[src/drive_ctrl_pkg.sv]
// Constants, types and object map of the drive device-control block.
// Assumes a 20 MHz core clock and one object-access request port.
package drive_ctrl_pkg;

  localparam int CLK_HZ      = 20_000_000;
  localparam int CLK_PER_MS  = CLK_HZ / 1000;
  localparam int LED_HALF_MS = 250;
  localparam int OFFS_ADJ_MS = 2;
  localparam int LED_HALF_CYC = LED_HALF_MS * CLK_PER_MS;
  localparam int OFFS_ADJ_CYC = OFFS_ADJ_MS * CLK_PER_MS;

  // Object indices and subindices
  localparam logic [15:0] IDX_MOTOR  = 16'h2350;
  localparam logic [15:0] IDX_ENC    = 16'h2351;
  localparam logic [15:0] IDX_FMASK  = 16'h2321;
  localparam logic [15:0] IDX_SD_OPT = 16'h605B;
  localparam logic [15:0] IDX_DO_OPT = 16'h605C;
  localparam logic [15:0] IDX_OFFS   = 16'h2503;
  localparam logic [15:0] IDX_CTRL   = 16'h6040;
  localparam logic [15:0] IDX_STATE  = 16'h6041;
  localparam logic [7:0]  SUB_0 = 8'h00;
  localparam logic [7:0]  SUB_1 = 8'h01;
  localparam logic [7:0]  SUB_2 = 8'h02;
  localparam logic [7:0]  SUB_3 = 8'h03;
  localparam logic [7:0]  SUB_5 = 8'h05;

  // Reset and fixed values
  localparam logic [7:0]  MOTOR_ENTRIES = 8'h05;
  localparam logic [7:0]  ENC_ENTRIES   = 8'h03;
  localparam logic [7:0]  SRC_HALL      = 8'h00;
  localparam logic [7:0]  SRC_EXT       = 8'h01;
  localparam logic [7:0]  SRC_BOTH      = 8'h0A;
  localparam logic [31:0] EXT_CNT_RST   = 32'h0000_0800;
  localparam logic [31:0] HALL_CNT      = 32'h0000_0BB8;
  localparam logic [15:0] FMASK_RST     = 16'h0000;
  localparam logic [15:0] OPT_RST       = 16'h0000;
  localparam logic        OFFS_ADJ_RST  = 1'b1;
  localparam logic [15:0] MOTOR_PAR_RST = 16'h0000;
  localparam logic [15:0] POLE_RST      = 16'h0002;

  // Command word and state word bit positions
  localparam int CW_SW_ON = 0;
  localparam int CW_EN_V  = 1;
  localparam int CW_QSTOP = 2;
  localparam int CW_EN_OP = 3;
  localparam int CW_FRST  = 7;
  localparam int CW_HALT  = 8;
  localparam int CW_LIFE  = 15;
  localparam int SW_LIFE  = 15;

  typedef enum logic [3:0] {
    NOT_READY     = 4'h0,
    SW_DISABLED   = 4'h1,
    READY         = 4'h2,
    SWITCHED_ON   = 4'h3,
    OP_ENABLED    = 4'h4,
    QUICK_STOP    = 4'h5,
    STOP_SHUTDOWN = 4'h6,
    STOP_DISABLE  = 4'h7,
    FAULT_REACT   = 4'h8,
    FAULT         = 4'h9
  } drv_state_t;

  typedef enum logic [2:0] {
    CMD_SHUTDOWN = 3'h0,
    CMD_SWITCH   = 3'h1,
    CMD_DISV     = 3'h2,
    CMD_QSTOP    = 3'h3,
    CMD_ENABLE   = 3'h4
  } drv_cmd_t;

  typedef struct packed {
    logic        valid;
    logic        write;
    logic [15:0] index;
    logic [7:0]  sub;
    logic [31:0] data;
  } obj_req_t;

  typedef struct packed {
    logic        ack;
    logic        err;
    logic [31:0] data;
  } obj_rsp_t;

  typedef struct packed {
    logic        stageEnable;
    logic        ledGreen;
    logic        stopRequest;
    logic        quickRamp;
    logic        cancelMoves;
    logic        suspendMoves;
    logic        offsetAdjust;
    logic [15:0] stateWord;
  } drive_out_t;

endpackage

[src/cycle_timer.sv]
// Run-gated cycle timer: pulses done on the last cycle of each period.
// Assumes run comes from logic on core_clk.
`timescale 1ns/1ps
module cycle_timer #(
  parameter int CYCLES = 4
) (
  input  wire logic core_clk,
  input  wire logic rst,
  input  wire logic run,
  output logic      done
);
  localparam int W = $clog2(CYCLES + 1);

  typedef struct packed {
    logic [W-1:0] cnt;
  } timer_state_t;

  timer_state_t q;
  timer_state_t nxt;

  assign done = run && (q.cnt == W'(CYCLES - 1));

  always_comb begin
    nxt = q;
    if (!run || done) begin
      nxt.cnt = '0;
    end else begin
      nxt.cnt = q.cnt + W'(1);
    end
  end

  always_ff @(posedge core_clk or posedge rst) begin
    if (rst) begin
      q <= '0;
    end else begin
      q <= nxt;
    end
  end
endmodule

[src/drive_device_control_fsm.sv]
// Drive device-control state machine with motor and encoder objects.
// Assumes objReq, errorEvents and motorStopped come from core_clk logic;
// voltageOk is a raw pin.
`timescale 1ns/1ps
module drive_device_control_fsm #(
  parameter int          LED_HALF_CYCLES = drive_ctrl_pkg::LED_HALF_CYC,
  parameter int          OFFS_ADJ_CYCLES = drive_ctrl_pkg::OFFS_ADJ_CYC,
  parameter logic [15:0] SPEED_K_RST     = drive_ctrl_pkg::MOTOR_PAR_RST,
  parameter logic [15:0] TERM_R_RST      = drive_ctrl_pkg::MOTOR_PAR_RST,
  parameter logic [15:0] POLE_PITCH_RST  = drive_ctrl_pkg::POLE_RST,
  parameter logic [15:0] THERM_T_RST     = drive_ctrl_pkg::MOTOR_PAR_RST
) (
  input  wire logic                       core_clk,
  input  wire logic                       rst,
  input  wire drive_ctrl_pkg::obj_req_t   objReq,
  output drive_ctrl_pkg::obj_rsp_t        objRsp,
  input  wire logic                       voltageOk,
  input  wire logic [15:0]                errorEvents,
  input  wire logic                       motorStopped,
  output drive_ctrl_pkg::drive_out_t      drv
);

  typedef struct packed {
    drive_ctrl_pkg::drv_state_t st;
    logic [15:0]                ctrl;
    logic                       frstPrev;
    logic                       vSync1;
    logic                       vSync2;
    logic                       blink;
    logic [15:0]                faultMask;
    logic [15:0]                sdOpt;
    logic [15:0]                doOpt;
    logic                       offsAdj;
    logic [15:0]                speedK;
    logic [15:0]                termR;
    logic [15:0]                pole;
    logic [15:0]                thermT;
    logic [7:0]                 srcSel;
    logic [31:0]                extCnt;
    drive_ctrl_pkg::obj_rsp_t   rsp;
    drive_ctrl_pkg::drive_out_t out;
  } core_state_t;

  localparam core_state_t CORE_RST = '{
    st:        drive_ctrl_pkg::NOT_READY,
    faultMask: drive_ctrl_pkg::FMASK_RST,
    sdOpt:     drive_ctrl_pkg::OPT_RST,
    doOpt:     drive_ctrl_pkg::OPT_RST,
    offsAdj:   drive_ctrl_pkg::OFFS_ADJ_RST,
    speedK:    SPEED_K_RST,
    termR:     TERM_R_RST,
    pole:      POLE_PITCH_RST,
    thermT:    THERM_T_RST,
    srcSel:    drive_ctrl_pkg::SRC_HALL,
    extCnt:    drive_ctrl_pkg::EXT_CNT_RST,
    default:   '0
  };

  core_state_t              q;
  core_state_t              nxt;
  drive_ctrl_pkg::drv_cmd_t cmd;
  logic                     trip;
  logic                     frstRise;
  logic                     ledTick;
  logic                     offsDone;
  logic                     wr;
  logic                     ro;
  logic                     hit;
  logic                     bad;
  logic [31:0]              rdat;

  cycle_timer #(.CYCLES(LED_HALF_CYCLES)) u_led_timer (
    .core_clk (core_clk),
    .rst      (rst),
    .run      (1'b1),
    .done     (ledTick)
  );

  // Offset readjustment holds the not-ready state for a fixed time
  cycle_timer #(.CYCLES(OFFS_ADJ_CYCLES)) u_offs_timer (
    .core_clk (core_clk),
    .rst      (rst),
    .run      (q.st == drive_ctrl_pkg::NOT_READY && q.offsAdj),
    .done     (offsDone)
  );

  // Bit 1 low wins over everything, then bit 2 low, as the command table nests
  function automatic drive_ctrl_pkg::drv_cmd_t decode(input logic [15:0] c);
    drive_ctrl_pkg::drv_cmd_t r;
    if (!c[drive_ctrl_pkg::CW_EN_V]) begin
      r = drive_ctrl_pkg::CMD_DISV;
    end else if (!c[drive_ctrl_pkg::CW_QSTOP]) begin
      r = drive_ctrl_pkg::CMD_QSTOP;
    end else if (!c[drive_ctrl_pkg::CW_SW_ON]) begin
      r = drive_ctrl_pkg::CMD_SHUTDOWN;
    end else if (!c[drive_ctrl_pkg::CW_EN_OP]) begin
      r = drive_ctrl_pkg::CMD_SWITCH;
    end else begin
      r = drive_ctrl_pkg::CMD_ENABLE;
    end
    return r;
  endfunction

  assign cmd      = decode(q.ctrl);
  assign trip     = |(errorEvents & q.faultMask);
  assign frstRise = q.ctrl[drive_ctrl_pkg::CW_FRST] && !q.frstPrev;
  assign wr       = objReq.valid && objReq.write;
  assign objRsp   = q.rsp;
  assign drv      = q.out;

  always_comb begin
    nxt = q;
    nxt.vSync1 = voltageOk;
    nxt.vSync2 = q.vSync1;
    nxt.frstPrev = q.ctrl[drive_ctrl_pkg::CW_FRST];
    nxt.rsp = '0;
    nxt.out.cancelMoves = 1'b0;
    rdat = '0;
    ro = 1'b0;
    hit = 1'b1;
    bad = 1'b0;
    if (ledTick) begin
      nxt.blink = !q.blink;
    end

    // Transitions act on the held command word; unlisted pairs fall through unchanged
    case (q.st)
      drive_ctrl_pkg::NOT_READY: begin
        if (!q.offsAdj || offsDone) begin
          nxt.st = drive_ctrl_pkg::SW_DISABLED;
        end
      end
      drive_ctrl_pkg::SW_DISABLED: begin
        if (cmd == drive_ctrl_pkg::CMD_SHUTDOWN) begin
          nxt.st = drive_ctrl_pkg::READY;
        end
      end
      drive_ctrl_pkg::READY: begin
        // Enable held here goes through switched-on, and on next cycle if vSync2 is set
        if (cmd == drive_ctrl_pkg::CMD_SWITCH || cmd == drive_ctrl_pkg::CMD_ENABLE) begin
          nxt.st = drive_ctrl_pkg::SWITCHED_ON;
        end else if (cmd == drive_ctrl_pkg::CMD_DISV || cmd == drive_ctrl_pkg::CMD_QSTOP) begin
          nxt.st = drive_ctrl_pkg::SW_DISABLED;
        end
      end
      drive_ctrl_pkg::SWITCHED_ON: begin
        if (cmd == drive_ctrl_pkg::CMD_ENABLE && q.vSync2) begin
          nxt.st = drive_ctrl_pkg::OP_ENABLED;
        end else if (cmd == drive_ctrl_pkg::CMD_SHUTDOWN) begin
          nxt.st = drive_ctrl_pkg::READY;
        end else if (cmd == drive_ctrl_pkg::CMD_DISV || cmd == drive_ctrl_pkg::CMD_QSTOP) begin
          nxt.st = drive_ctrl_pkg::SW_DISABLED;
        end
      end
      drive_ctrl_pkg::OP_ENABLED: begin
        case (cmd)
          drive_ctrl_pkg::CMD_SWITCH: begin
            nxt.out.cancelMoves = 1'b1;
            nxt.st = (q.doOpt != '0) ? drive_ctrl_pkg::STOP_DISABLE : drive_ctrl_pkg::SWITCHED_ON;
          end
          drive_ctrl_pkg::CMD_SHUTDOWN: begin
            nxt.st = (q.sdOpt != '0) ? drive_ctrl_pkg::STOP_SHUTDOWN : drive_ctrl_pkg::READY;
          end
          drive_ctrl_pkg::CMD_DISV: begin
            nxt.st = drive_ctrl_pkg::SW_DISABLED;
          end
          drive_ctrl_pkg::CMD_QSTOP: begin
            nxt.out.cancelMoves = 1'b1;
            nxt.st = drive_ctrl_pkg::QUICK_STOP;
          end
          default: begin
            nxt.st = q.st;
          end
        endcase
      end
      drive_ctrl_pkg::STOP_SHUTDOWN: begin
        if (cmd == drive_ctrl_pkg::CMD_DISV) begin
          nxt.st = drive_ctrl_pkg::SW_DISABLED;
        end else if (motorStopped) begin
          nxt.st = drive_ctrl_pkg::READY;
        end
      end
      drive_ctrl_pkg::STOP_DISABLE: begin
        if (cmd == drive_ctrl_pkg::CMD_DISV) begin
          nxt.st = drive_ctrl_pkg::SW_DISABLED;
        end else if (motorStopped) begin
          nxt.st = drive_ctrl_pkg::SWITCHED_ON;
        end
      end
      drive_ctrl_pkg::QUICK_STOP: begin
        if (cmd == drive_ctrl_pkg::CMD_DISV) begin
          nxt.st = drive_ctrl_pkg::SW_DISABLED;
        end
      end
      drive_ctrl_pkg::FAULT_REACT: begin
        if (motorStopped) begin
          nxt.st = drive_ctrl_pkg::FAULT;
        end
      end
      drive_ctrl_pkg::FAULT: begin
        // A still-active error keeps the fault even on acknowledge
        if (frstRise && !trip) begin
          nxt.st = drive_ctrl_pkg::SW_DISABLED;
        end
      end
      default: begin
        nxt.st = drive_ctrl_pkg::SW_DISABLED;
      end
    endcase

    if (trip && q.st != drive_ctrl_pkg::FAULT_REACT && q.st != drive_ctrl_pkg::FAULT) begin
      nxt.st = drive_ctrl_pkg::FAULT_REACT;
      nxt.out.cancelMoves = 1'b1;
    end

    // Object access, answered one cycle later
    if (objReq.valid) begin
      case ({objReq.index, objReq.sub})
        {drive_ctrl_pkg::IDX_MOTOR, drive_ctrl_pkg::SUB_0}: begin
          rdat = 32'(drive_ctrl_pkg::MOTOR_ENTRIES);
          ro = 1'b1;
        end
        {drive_ctrl_pkg::IDX_MOTOR, drive_ctrl_pkg::SUB_1}: begin
          rdat = 32'(q.speedK);
          if (wr) nxt.speedK = objReq.data[15:0];
        end
        {drive_ctrl_pkg::IDX_MOTOR, drive_ctrl_pkg::SUB_2}: begin
          rdat = 32'(q.termR);
          if (wr) nxt.termR = objReq.data[15:0];
        end
        {drive_ctrl_pkg::IDX_MOTOR, drive_ctrl_pkg::SUB_3}: begin
          rdat = 32'(q.pole);
          if (wr) nxt.pole = objReq.data[15:0];
        end
        {drive_ctrl_pkg::IDX_MOTOR, drive_ctrl_pkg::SUB_5}: begin
          rdat = 32'(q.thermT);
          if (wr) nxt.thermT = objReq.data[15:0];
        end
        {drive_ctrl_pkg::IDX_ENC, drive_ctrl_pkg::SUB_0}: begin
          rdat = 32'(drive_ctrl_pkg::ENC_ENTRIES);
          ro = 1'b1;
        end
        {drive_ctrl_pkg::IDX_ENC, drive_ctrl_pkg::SUB_1}: begin
          rdat = 32'(q.srcSel);
          // Codes outside the supported combinations are refused
          if (wr) begin
            if (objReq.data[7:0] == drive_ctrl_pkg::SRC_HALL || objReq.data[7:0] == drive_ctrl_pkg::SRC_EXT
                || objReq.data[7:0] == drive_ctrl_pkg::SRC_BOTH) begin
              nxt.srcSel = objReq.data[7:0];
            end else begin
              bad = 1'b1;
            end
          end
        end
        {drive_ctrl_pkg::IDX_ENC, drive_ctrl_pkg::SUB_2}: begin
          rdat = q.extCnt;
          if (wr) nxt.extCnt = objReq.data;
        end
        {drive_ctrl_pkg::IDX_ENC, drive_ctrl_pkg::SUB_3}: begin
          rdat = drive_ctrl_pkg::HALL_CNT;
          ro = 1'b1;
        end
        {drive_ctrl_pkg::IDX_FMASK, drive_ctrl_pkg::SUB_2}: begin
          rdat = 32'(q.faultMask);
          if (wr) nxt.faultMask = objReq.data[15:0];
        end
        {drive_ctrl_pkg::IDX_SD_OPT, drive_ctrl_pkg::SUB_0}: begin
          rdat = 32'(q.sdOpt);
          if (wr) nxt.sdOpt = objReq.data[15:0];
        end
        {drive_ctrl_pkg::IDX_DO_OPT, drive_ctrl_pkg::SUB_0}: begin
          rdat = 32'(q.doOpt);
          if (wr) nxt.doOpt = objReq.data[15:0];
        end
        {drive_ctrl_pkg::IDX_OFFS, drive_ctrl_pkg::SUB_0}: begin
          rdat = 32'(q.offsAdj);
          if (wr) nxt.offsAdj = objReq.data[0];
        end
        {drive_ctrl_pkg::IDX_CTRL, drive_ctrl_pkg::SUB_0}: begin
          rdat = 32'(q.ctrl);
          if (wr) nxt.ctrl = objReq.data[15:0];
        end
        {drive_ctrl_pkg::IDX_STATE, drive_ctrl_pkg::SUB_0}: begin
          rdat = 32'(q.out.stateWord);
          ro = 1'b1;
        end
        default: begin
          hit = 1'b0;
        end
      endcase
      nxt.rsp.ack = 1'b1;
      nxt.rsp.err = !hit || (wr && ro) || bad;
      nxt.rsp.data = wr ? '0 : rdat;
    end

    // Outputs follow the next state so they line up with it
    nxt.out.stageEnable = (nxt.st == drive_ctrl_pkg::OP_ENABLED) || (nxt.st == drive_ctrl_pkg::QUICK_STOP)
                          || (nxt.st == drive_ctrl_pkg::STOP_SHUTDOWN) || (nxt.st == drive_ctrl_pkg::STOP_DISABLE)
                          || (nxt.st == drive_ctrl_pkg::FAULT_REACT && q.out.stageEnable);
    nxt.out.stopRequest = (nxt.st == drive_ctrl_pkg::STOP_SHUTDOWN) || (nxt.st == drive_ctrl_pkg::STOP_DISABLE)
                          || (nxt.st == drive_ctrl_pkg::FAULT_REACT);
    nxt.out.quickRamp = (nxt.st == drive_ctrl_pkg::QUICK_STOP);
    nxt.out.suspendMoves = (nxt.st == drive_ctrl_pkg::OP_ENABLED) && nxt.ctrl[drive_ctrl_pkg::CW_HALT];
    nxt.out.offsetAdjust = (nxt.st == drive_ctrl_pkg::NOT_READY) && nxt.offsAdj;
    nxt.out.ledGreen = (nxt.st == drive_ctrl_pkg::SW_DISABLED) ? nxt.blink
                                                               : (nxt.st == drive_ctrl_pkg::OP_ENABLED);
    nxt.out.stateWord = 16'(nxt.st);
    nxt.out.stateWord[drive_ctrl_pkg::SW_LIFE] = nxt.ctrl[drive_ctrl_pkg::CW_LIFE];
  end

  always_ff @(posedge core_clk or posedge rst) begin
    if (rst) begin
      q <= CORE_RST;
    end else begin
      q <= nxt;
    end
  end
endmodule

[config.mk]
export PLATFORM = sky130hd
export DESIGN_NAME = drive_device_control_fsm
export DESIGN_NICKNAME = d
export VERILOG_FILES = /design/src/drive_ctrl_pkg.sv /design/src/cycle_timer.sv /design/src/drive_device_control_fsm.sv
export SDC_FILE = /design/constraint.sdc
export NUM_CORES = 1
export LEC_CHECK = 0
export BUFFER_PORTS_ARGS = -buffer_cell sky130_fd_sc_hd__buf_2
export CAP_MARGIN = 40
export CORE_ASPECT_RATIO = 0.7
export CORE_UTILIZATION = 50
export DETAILED_ROUTE_END_ITERATION = 7
export PLACE_DENSITY = 0.7
export SYNTH_ARGS = -nofsm -noshare
export SYNTH_HDL_FRONTEND = slang
export SYNTH_HIERARCHICAL = 1
export SYNTH_SLANG_ARGS = --single-unit
[constraint.sdc]
create_clock -name core_clk -period 8.65 [get_ports core_clk]
set_clock_uncertainty 0.1 [all_clocks]
set_input_delay 0.4325 -clock core_clk [delete_from_list [all_inputs] [get_ports core_clk]]
set_output_delay 0.4325 -clock core_clk [all_outputs]
set_load 0.01 [all_outputs]
Word level (Yosys, flattened, before mapping)
Index checks and enable logic that the tools add are counted.
{"block": "word_totals", "regBits": 262, "latch_bits": 0, "mem_bits_rw": 0, "rom_bits": 0, "input_bits": 78, "wordCells": 183, "mem_count": 0}
{"block": "op_classes", "n_addsub": 2, "mul": 0, "div": 0, "n_lt_le_gt_ge": 0, "eq_ne": 40, "n_shift": 0, "n_mux": 58, "bitwise_logic": 1, "reduce_logical": 52}
{"operator": "$pmux W32 S15", "count": 1}
{"operator": "$eq A24 B22 Y1 const B", "count": 11}
{"operator": "$mux W16", "count": 12}
{"operator": "$mux W139", "count": 1}
{"operator": "$eq A24 B23 Y1 const B", "count": 4}
{"operator": "$mux W32", "count": 3}
{"operator": "$mux W4", "count": 14}
{"operator": "$pmux W4 S10", "count": 1}
{"operator": "$eq A4 B3 Y1 const B", "count": 8}
{"operator": "$reduce_bool A16 Y1", "count": 2}
{"operator": "$reduce_and A3 Y1", "count": 9}
{"operator": "$mux W8", "count": 3}
{"operator": "$add A23 B1 Y23 const B", "count": 1}
{"operator": "$eq A23 B23 Y1 const B", "count": 1}
{"operator": "$mux W23", "count": 1}
{"operator": "$mux W3", "count": 6}
{"operator": "$add A16 B1 Y16 const B", "count": 1}
{"operator": "$and A16 B16 Y16", "count": 1}
{"operator": "$eq A16 B16 Y1 const B", "count": 1}
{"operator": "$pmux W4 S4", "count": 1}
{"operator": "$reduce_or A16 Y1", "count": 1}
{"operator": "$mux W1", "count": 15}
{"operator": "$reduce_or A15 Y1", "count": 1}
{"operator": "$logic_or A1 B1 Y1", "count": 14}
{"operator": "other kinds (17)", "count": 40}

Depth between registers and ports, before layout
Gate-level depths: netlist of run 1.
{"block": "logic_depth", "depth_word": 16, "mapped_depth": 12, "ltp_nobuf": 12}

Cells and area by module
Netlist of run 1, hierarchy kept.
{"module": "drive_device_control_fsm", "instances": 1, "cells_per_inst": 805, "area_each_um2": 10386.2, "seq_area_each_um2": 5459.0}
{"module": "cycle_timer at u_led_timer", "instances": 1, "cells_per_inst": 124, "area_each_um2": 1172.4, "seq_area_each_um2": 575.6}
{"module": "cycle_timer at u_offs_timer", "instances": 1, "cells_per_inst": 83, "area_each_um2": 830.8, "seq_area_each_um2": 400.4}

Worst setup path after synthesis of run 1
OpenSTA, ideal clock, no wires.
{"block": "synth_timing", "kind": "in2reg", "startpoint": "input objReq[34] in the netlist's numbering", "endpoint": "register q[170] in the netlist's numbering", "t_arrival_ps": 2161, "required_ps": 8425, "slack_ps": 6264, "stages": 7, "path_buffers": 2, "path_cell_list": "nor4_4 -> nand2_1 -> nor3_2 -> and3_1 -> buf_2 -> buf_6 -> mux2_2"}
{"block": "synth_between", "elab_chain_cells": 2}
{"element": "start, declared", "line": "drive_device_control_fsm.sv:15", "rtl": "input wire drive_ctrl_pkg::obj_req_t objReq,"}
{"element": "$eq A24 B23 Y1", "line": "drive_device_control_fsm.sv:218", "rtl": "case ({objReq.index, objReq.sub})"}
{"element": "$reduce_and A3 Y1 (no line)"}
{"element": "end signal, assigned", "line": "drive_device_control_fsm.sv:315", "rtl": "q <= nxt;"}
{"element": "end, declared", "line": "drive_device_control_fsm.sv:59", "rtl": "core_state_t q;"}
No other way between the ends.
A chain may end at the register's enable or synchronous reset.

Final worst setup path of run 1
{"block": "layout_timing", "startpoint": "input objReq[32] in the netlist's numbering", "endpoint": "register q[103] in the netlist's numbering"}
{"block": "layout_between", "elab_chain_cells": 2}
{"element": "$eq A24 B22 Y1", "line": "drive_device_control_fsm.sv:218"}
{"element": "$reduce_and A3 Y1 (no line)"}
No other way between the ends.

==> results.tsv, run 1 <==
metric	value	unit
die_h	134	um
grt-ovfl-total	0	
grt_use_met1	41.0	%
r2r_slack	5830	ps
period_share	35.2	%
post_synth_num_cell_types	77	
htreeDepth	1	
numClockSinks	257	
antenna_left	0	
final_cell_mix	254 x dfrtp_1, 132 x mux2_2, 123 x buf_2, 48 x nand2_1, 43 x nor2_1	
die-area	25400	um^2
grt_max_degree	106	
startpoint_type	primary input	
status	finished, final reports clean	
maxCapViolCount	0	
holdBufCountCts	3	
p_per_area	173	nW/um^2
p_leak	6.63	nW
ys_seq_elements	257	
layout-drive-gt1-share	33.6	%
grt_pass1_wl	49.9	mm
finalHoldViolCount	0	
wire_per_inst	22.6	um
core	24000	um^2
busiest_layer	met1	
use_met3	4.98	%
route.detailed.drc	0	
die_w	190	um
synth_flop_cell	dfrtp_1	
synth_edf_count	0	
critPathCaptureType	register	
slew_headroom	42.8	%
cts_root_buf	clkbuf_16	
max_freq	328	MHz
area_growth	11.1	%
min_path_type	primary input to register	
track_usage	25.7	%
crit_type	primary input to register	
irDropWorstVdd	0.134	mV
cts_tree	done	
met2_usage	35.8	%
first_pass_iters	6	
synth_cells	1012	
dpl.hpwl	22.3	mm
period_minus_slack	3050	ps
via_count	8622	
wirelength	32.0	mm
ys_seq_area_share	51.9	%
place_congestion	0.905	
drv_slew	0	
clk_pin_slew	60	ps
dpl_cell_area	12900	um^2
yosys_warnings	6	
grt_setup_unrepaired	no	
grt_pass1_vias	8358	
start_util	51.6	%
final_common_cell	dfrtp_1	
synth.avg_cell_area	12.2	um^2
drtIter0Drc	929	
final_nets	1161	
crit_fanout	22	
rows	47	
tightest_slew	858	ps
post_drt_via_cell_ratio	6.08	
synthArstFlopShare	100	%
cp.required	8950	ps
portBuffers	123	
cts_made_buffers	25	
antenna_found_initial	0	
synth_area	12400	um^2
worstPathArrival	3350	ps
final_area	13800	um^2
insertion_delay	530	ps
postCtsSetupBuffers	0	
tns	0	ps
ios	135	
cts_resized	0	
finalSetupViolCount	0	
clk_path_buf_depth	3	
through the flow:
step	setup slack (ps)	total power (W)	util (%)	std cells	hold WS, ps
floorplan	2160	0.00128	-	1023	231
global placement	5140	0.00132	53.2	1363	253
detailed placement	5100	0.00132	53.8	1369	250
CTS	5640	0.00240	57.4	1417	14.6
global route	5420	0.00246	57.4	1417	23.7
finish	5600	0.00239	57.4	1418	29.1
power breakdown:
part           internal (W)  leakage (nW)  switching (W)  total (W)
sequential          0.00120          3.56     0.00000168    0.00121
clock              0.000627         0.396       0.000461    0.00109
combinational     0.0000272          2.68      0.0000660  0.0000933
routing by layer:
layer / share of wire [%] / vias to the layer above
li1: - / 3818
met1: 48 / 4367
met2: 42 / 390
met3: 8.4 / 47
met4: 1.7 / 0
met5: 0 / -
Yosys cell counts (4+ instances only):
cell | instances | share of area (%)
nand4_1 | 22 | 1.1
buf_6 | 8 | 0.73
nor3_2 | 5 | 0.40
nor3_1 | 15 | 0.61
a222oi_1 | 11 | 0.89
nor4b_1 | 4 | 0.28
nand3_1 | 11 | 0.44
a21oi_1 | 22 | 0.89
nor2_1 | 43 | 1.3
nor4_1 | 17 | 0.86
nor3b_1 | 6 | 0.36
nor4_4 | 4 | 0.69
or2_2 | 4 | 0.20
a211oi_1 | 6 | 0.36
clkbuf_1 | 17 | 0.52
a31oi_1 | 13 | 0.66
a221oi_1 | 16 | 1.1
dfrtp_1 | 254 | 51
nand2_1 | 48 | 1.5
mux2_4 | 18 | 2.2
or3_1 | 9 | 0.45
and2_1 | 14 | 0.71
mux2_2 | 132 | 12
xor2_1 | 9 | 0.64
mux2_1 | 21 | 1.9
a22o_1 | 14 | 0.99
buf_4 | 64 | 3.9
a22oi_1 | 12 | 0.73
inv_1 | 20 | 0.61
xnor2_1 | 15 | 1.1
mux2i_1 | 11 | 0.89
o21ai_0 | 20 | 0.81
and3_1 | 24 | 1.2
or4_1 | 10 | 0.61
o31ai_1 | 7 | 0.42
buf_2 | 15 | 0.61
nand3_2 | 4 | 0.32
flip-flops by register name, summed over array words and instances (netlist names):
register        flops
u_led_timer/q      23
nxt                 2
drv                 9
q                 173
objRsp             34
u_offs_timer/q     16
critical path, stage by stage:
cell and delay, ps:
buf_2 600, nand3b_1 450, nor4_2 350, and2_1 730, nand2_4 370, mux2_4 400
final timing paths:
check / from / end / cells past startpoint
worst max-delay path: objReq[32] / q[103] / 6
worst min-delay path: objReq[21] / q[78] / 2
worst max register to register: q[214] / drv[16] / 7
worst min register to register: nxt[211] / q[211] / 0
max in group asynchronous: rst / q[61] / 6
min in group asynchronous: rst / objRsp[30] / 3
logic make-up after synthesis:
logic type                 after synthesis  synth area share, %
buffers and inverters                  128                 6.58
adders and majority gates                2                0.202
muxes                                  182                 17.0
DFF                                    257                 51.9
xor gates and xnor gates                24                 1.70
AOI/OAI and AO/OA                      142                 8.39
and+or+nand+nor                        275                 14.1
other                                    2               0.0606
area by class of cell:
type / count / area (um^2)
inverter: 20 / 82.6
clock inverter: 11 / 116
antenna: 1 / 2.50
clock buffer: 34 / 699
timing repair buffer: 139 / 847
multi-input combinational: 638 / 5180
fill: 1961 / 10200
sequential: 257 / 6430
tap: 318 / 398
No activity file was read; power rests on OpenSTA's default activity.
==> inputs of run 2 (changes only) <==
==> constraint.sdc (replaced) <==
create_clock -name core_clk -period 2.97 [get_ports core_clk]
set_clock_uncertainty 0.1 [all_clocks]
set_input_delay 0.1485 -clock core_clk [delete_from_list [all_inputs] [get_ports core_clk]]
set_output_delay 0.1485 -clock core_clk [all_outputs]
set_load 0.01 [all_outputs]
==> results.tsv, run 2 (synthesis gave the netlist of run 1 again) <==
metric	value	unit
crit_start	u_offs_timer/q[0]	
cts_tree	done	
rows	47	
multi_input_area	5180	um^2
slew_headroom	50.6	%
dp.cells	1408	
p_per_area	489	nW/um^2
startpoint_type	register	
cts_resized	0	
track_usage	26.6	%
max_freq	368	MHz
clk_path_buf_depth	3	
antenna_left	0	
antenna_found_initial	0	
r2r_start	u_offs_timer/q[0]	
critPathCaptureType	register	
die-area	25400	um^2
start_util	51.6	%
crit_type	register to register	
grt-ovfl-total	0	
final_common_cell	dfrtp_1	
seqCellArea	6430	um^2
status	finished, final reports clean	
htreeDepth	1	
holdBufCountCts	33	
grt_pass1_vias	8627	
place_ws	315	ps
grt_pass1_wl	51.5	mm
clk_pin_slew	60	ps
grt_max_degree	47	
crit_fanout	5	
first_pass_iters	6	
portBuffers	123	
finalSetupViolCount	0	
layout-drive-gt1-share	34.4	%
antenna_cells	0	
drtIter0Drc	827	
period_share	91.4	%
area_growth	15.4	%
min_path_type	primary input to register	
p_leak	6.92	nW
insertion_delay	520	ps
wirelength	33.2	mm
finalHoldViolCount	0	
via_count	8935	
drv_slew	0	
irDropWorstVdd	0.447	mV
core	24000	um^2
largest_register	q	
numClockSinks	257	
cts_made_buffers	25	
fill_cells	1947	
period_minus_slack	2710	ps
ios	135	
wire_per_inst	22.4	um
grt_setup_unrepaired	no	
maxCapViolCount	0	
tightest_slew	738	ps
r2r_slack	260	ps
stdcell_count	1485	
cp.required	3270	ps
endpoint	drv[16]	
worstPathArrival	3010	ps
place_congestion	0.997	
post_drt_via_cell_ratio	6.02	
cts_root_buf	clkbuf_16	
die_w	190	um
final_cell_mix	254 x dfrtp_1, 132 x mux2_2, 123 x buf_2, 48 x nand2_1, 48 x buf_4	
dpl.hpwl	23.7	mm
route.detailed.drc	0	
largest_register_ffs	173	
die_h	134	um
r2r_end	drv[16]	
final_nets	1230	
r2r_cells	11	
timing.final.ws_setup	255	ps
postCtsSetupBuffers	0	
## run 2: changes by cell type in the layout (fill, tap and decap cells not counted)
cell           change
clkinv_2           -3
inv_8              -1
o21ai_2            -1
o21ai_1            +1
clkinvlp_4         -2
buf_6              -1
clkbuf_8           +1
dlygate4sd3_1     +30
buf_4             +41
buf_12             +3
clkbuf_1           +4
buf_16             -4
diode_2            -1
## run 2: routing by layer
layer | share of wire [%] | vias up | GRT usage (%)
li1 | - | 3961 | -
met5 | 0 | - | 0
met2 | 43 | 394 | 37.7
met4 | 1.7 | 0 | 5.87
met1 | 46 | 4536 | 40.9
met3 | 9.4 | 44 | 6.45
## run 2: layout make-up
cell class	count	area share (%)
multi-input cells	638	36.2
repair buffers	208	9.75
clock buffers	39	5.09
clock inverters	5	0.552
flip-flops and latches	257	45.0
well taps	318	2.78
inverters	20	0.552
## run 2: worst min-delay path by stage
| stage | from | end | depth (start not counted) |
|---|---|---|---|
| after CTS | objReq[7] | q[64] | 2 |
| after detailed placement | rst | u_led_timer/q[14] | 2 |
| after floorplan | rst | u_offs_timer/q[0] | 1 |
| after global routing | objReq[7] | q[64] | 2 |
| final | objReq[7] | q[64] | 2 |
| after global placement | voltageOk | nxt[211] | 1 |
## run 2: worst max-delay path: stages, from the launching register on
cell,delay [ps]
dfrtp_1,430
ha_1,260
and3_1,210
nand3_1,130
nor4_1,90
and2_1,160
inv_1,50
a21oi_1,60
o211a_1,230
o22ai_1,350
nand2_1,190
nor4b_1,340
## run 2: power breakdown
part           total, W  leakage (nW)  internal, W  switching, W
sequential      0.00351          3.56      0.00351    0.00000548
clock           0.00316         0.395      0.00185       0.00131
combinational  0.000309          2.96     0.000109      0.000200
## run 2: through the flow
stage | setup TNS [ps] | util (%) | hold WS, ps | power, W | cell area (um^2)
floorplan | -24970 | - | -37.8 | 0.00372 | 12400
global placement | 0 | 54.7 | 162 | 0.00385 | 13100
detailed placement | 0 | 54.8 | 24.6 | 0.00385 | 13200
CTS | 0 | 59.6 | 0.886 | 0.00703 | 14300
global route | 0 | 59.6 | 11.4 | 0.00721 | 14300
finish | 0 | 59.6 | 24.4 | 0.00699 | 14300
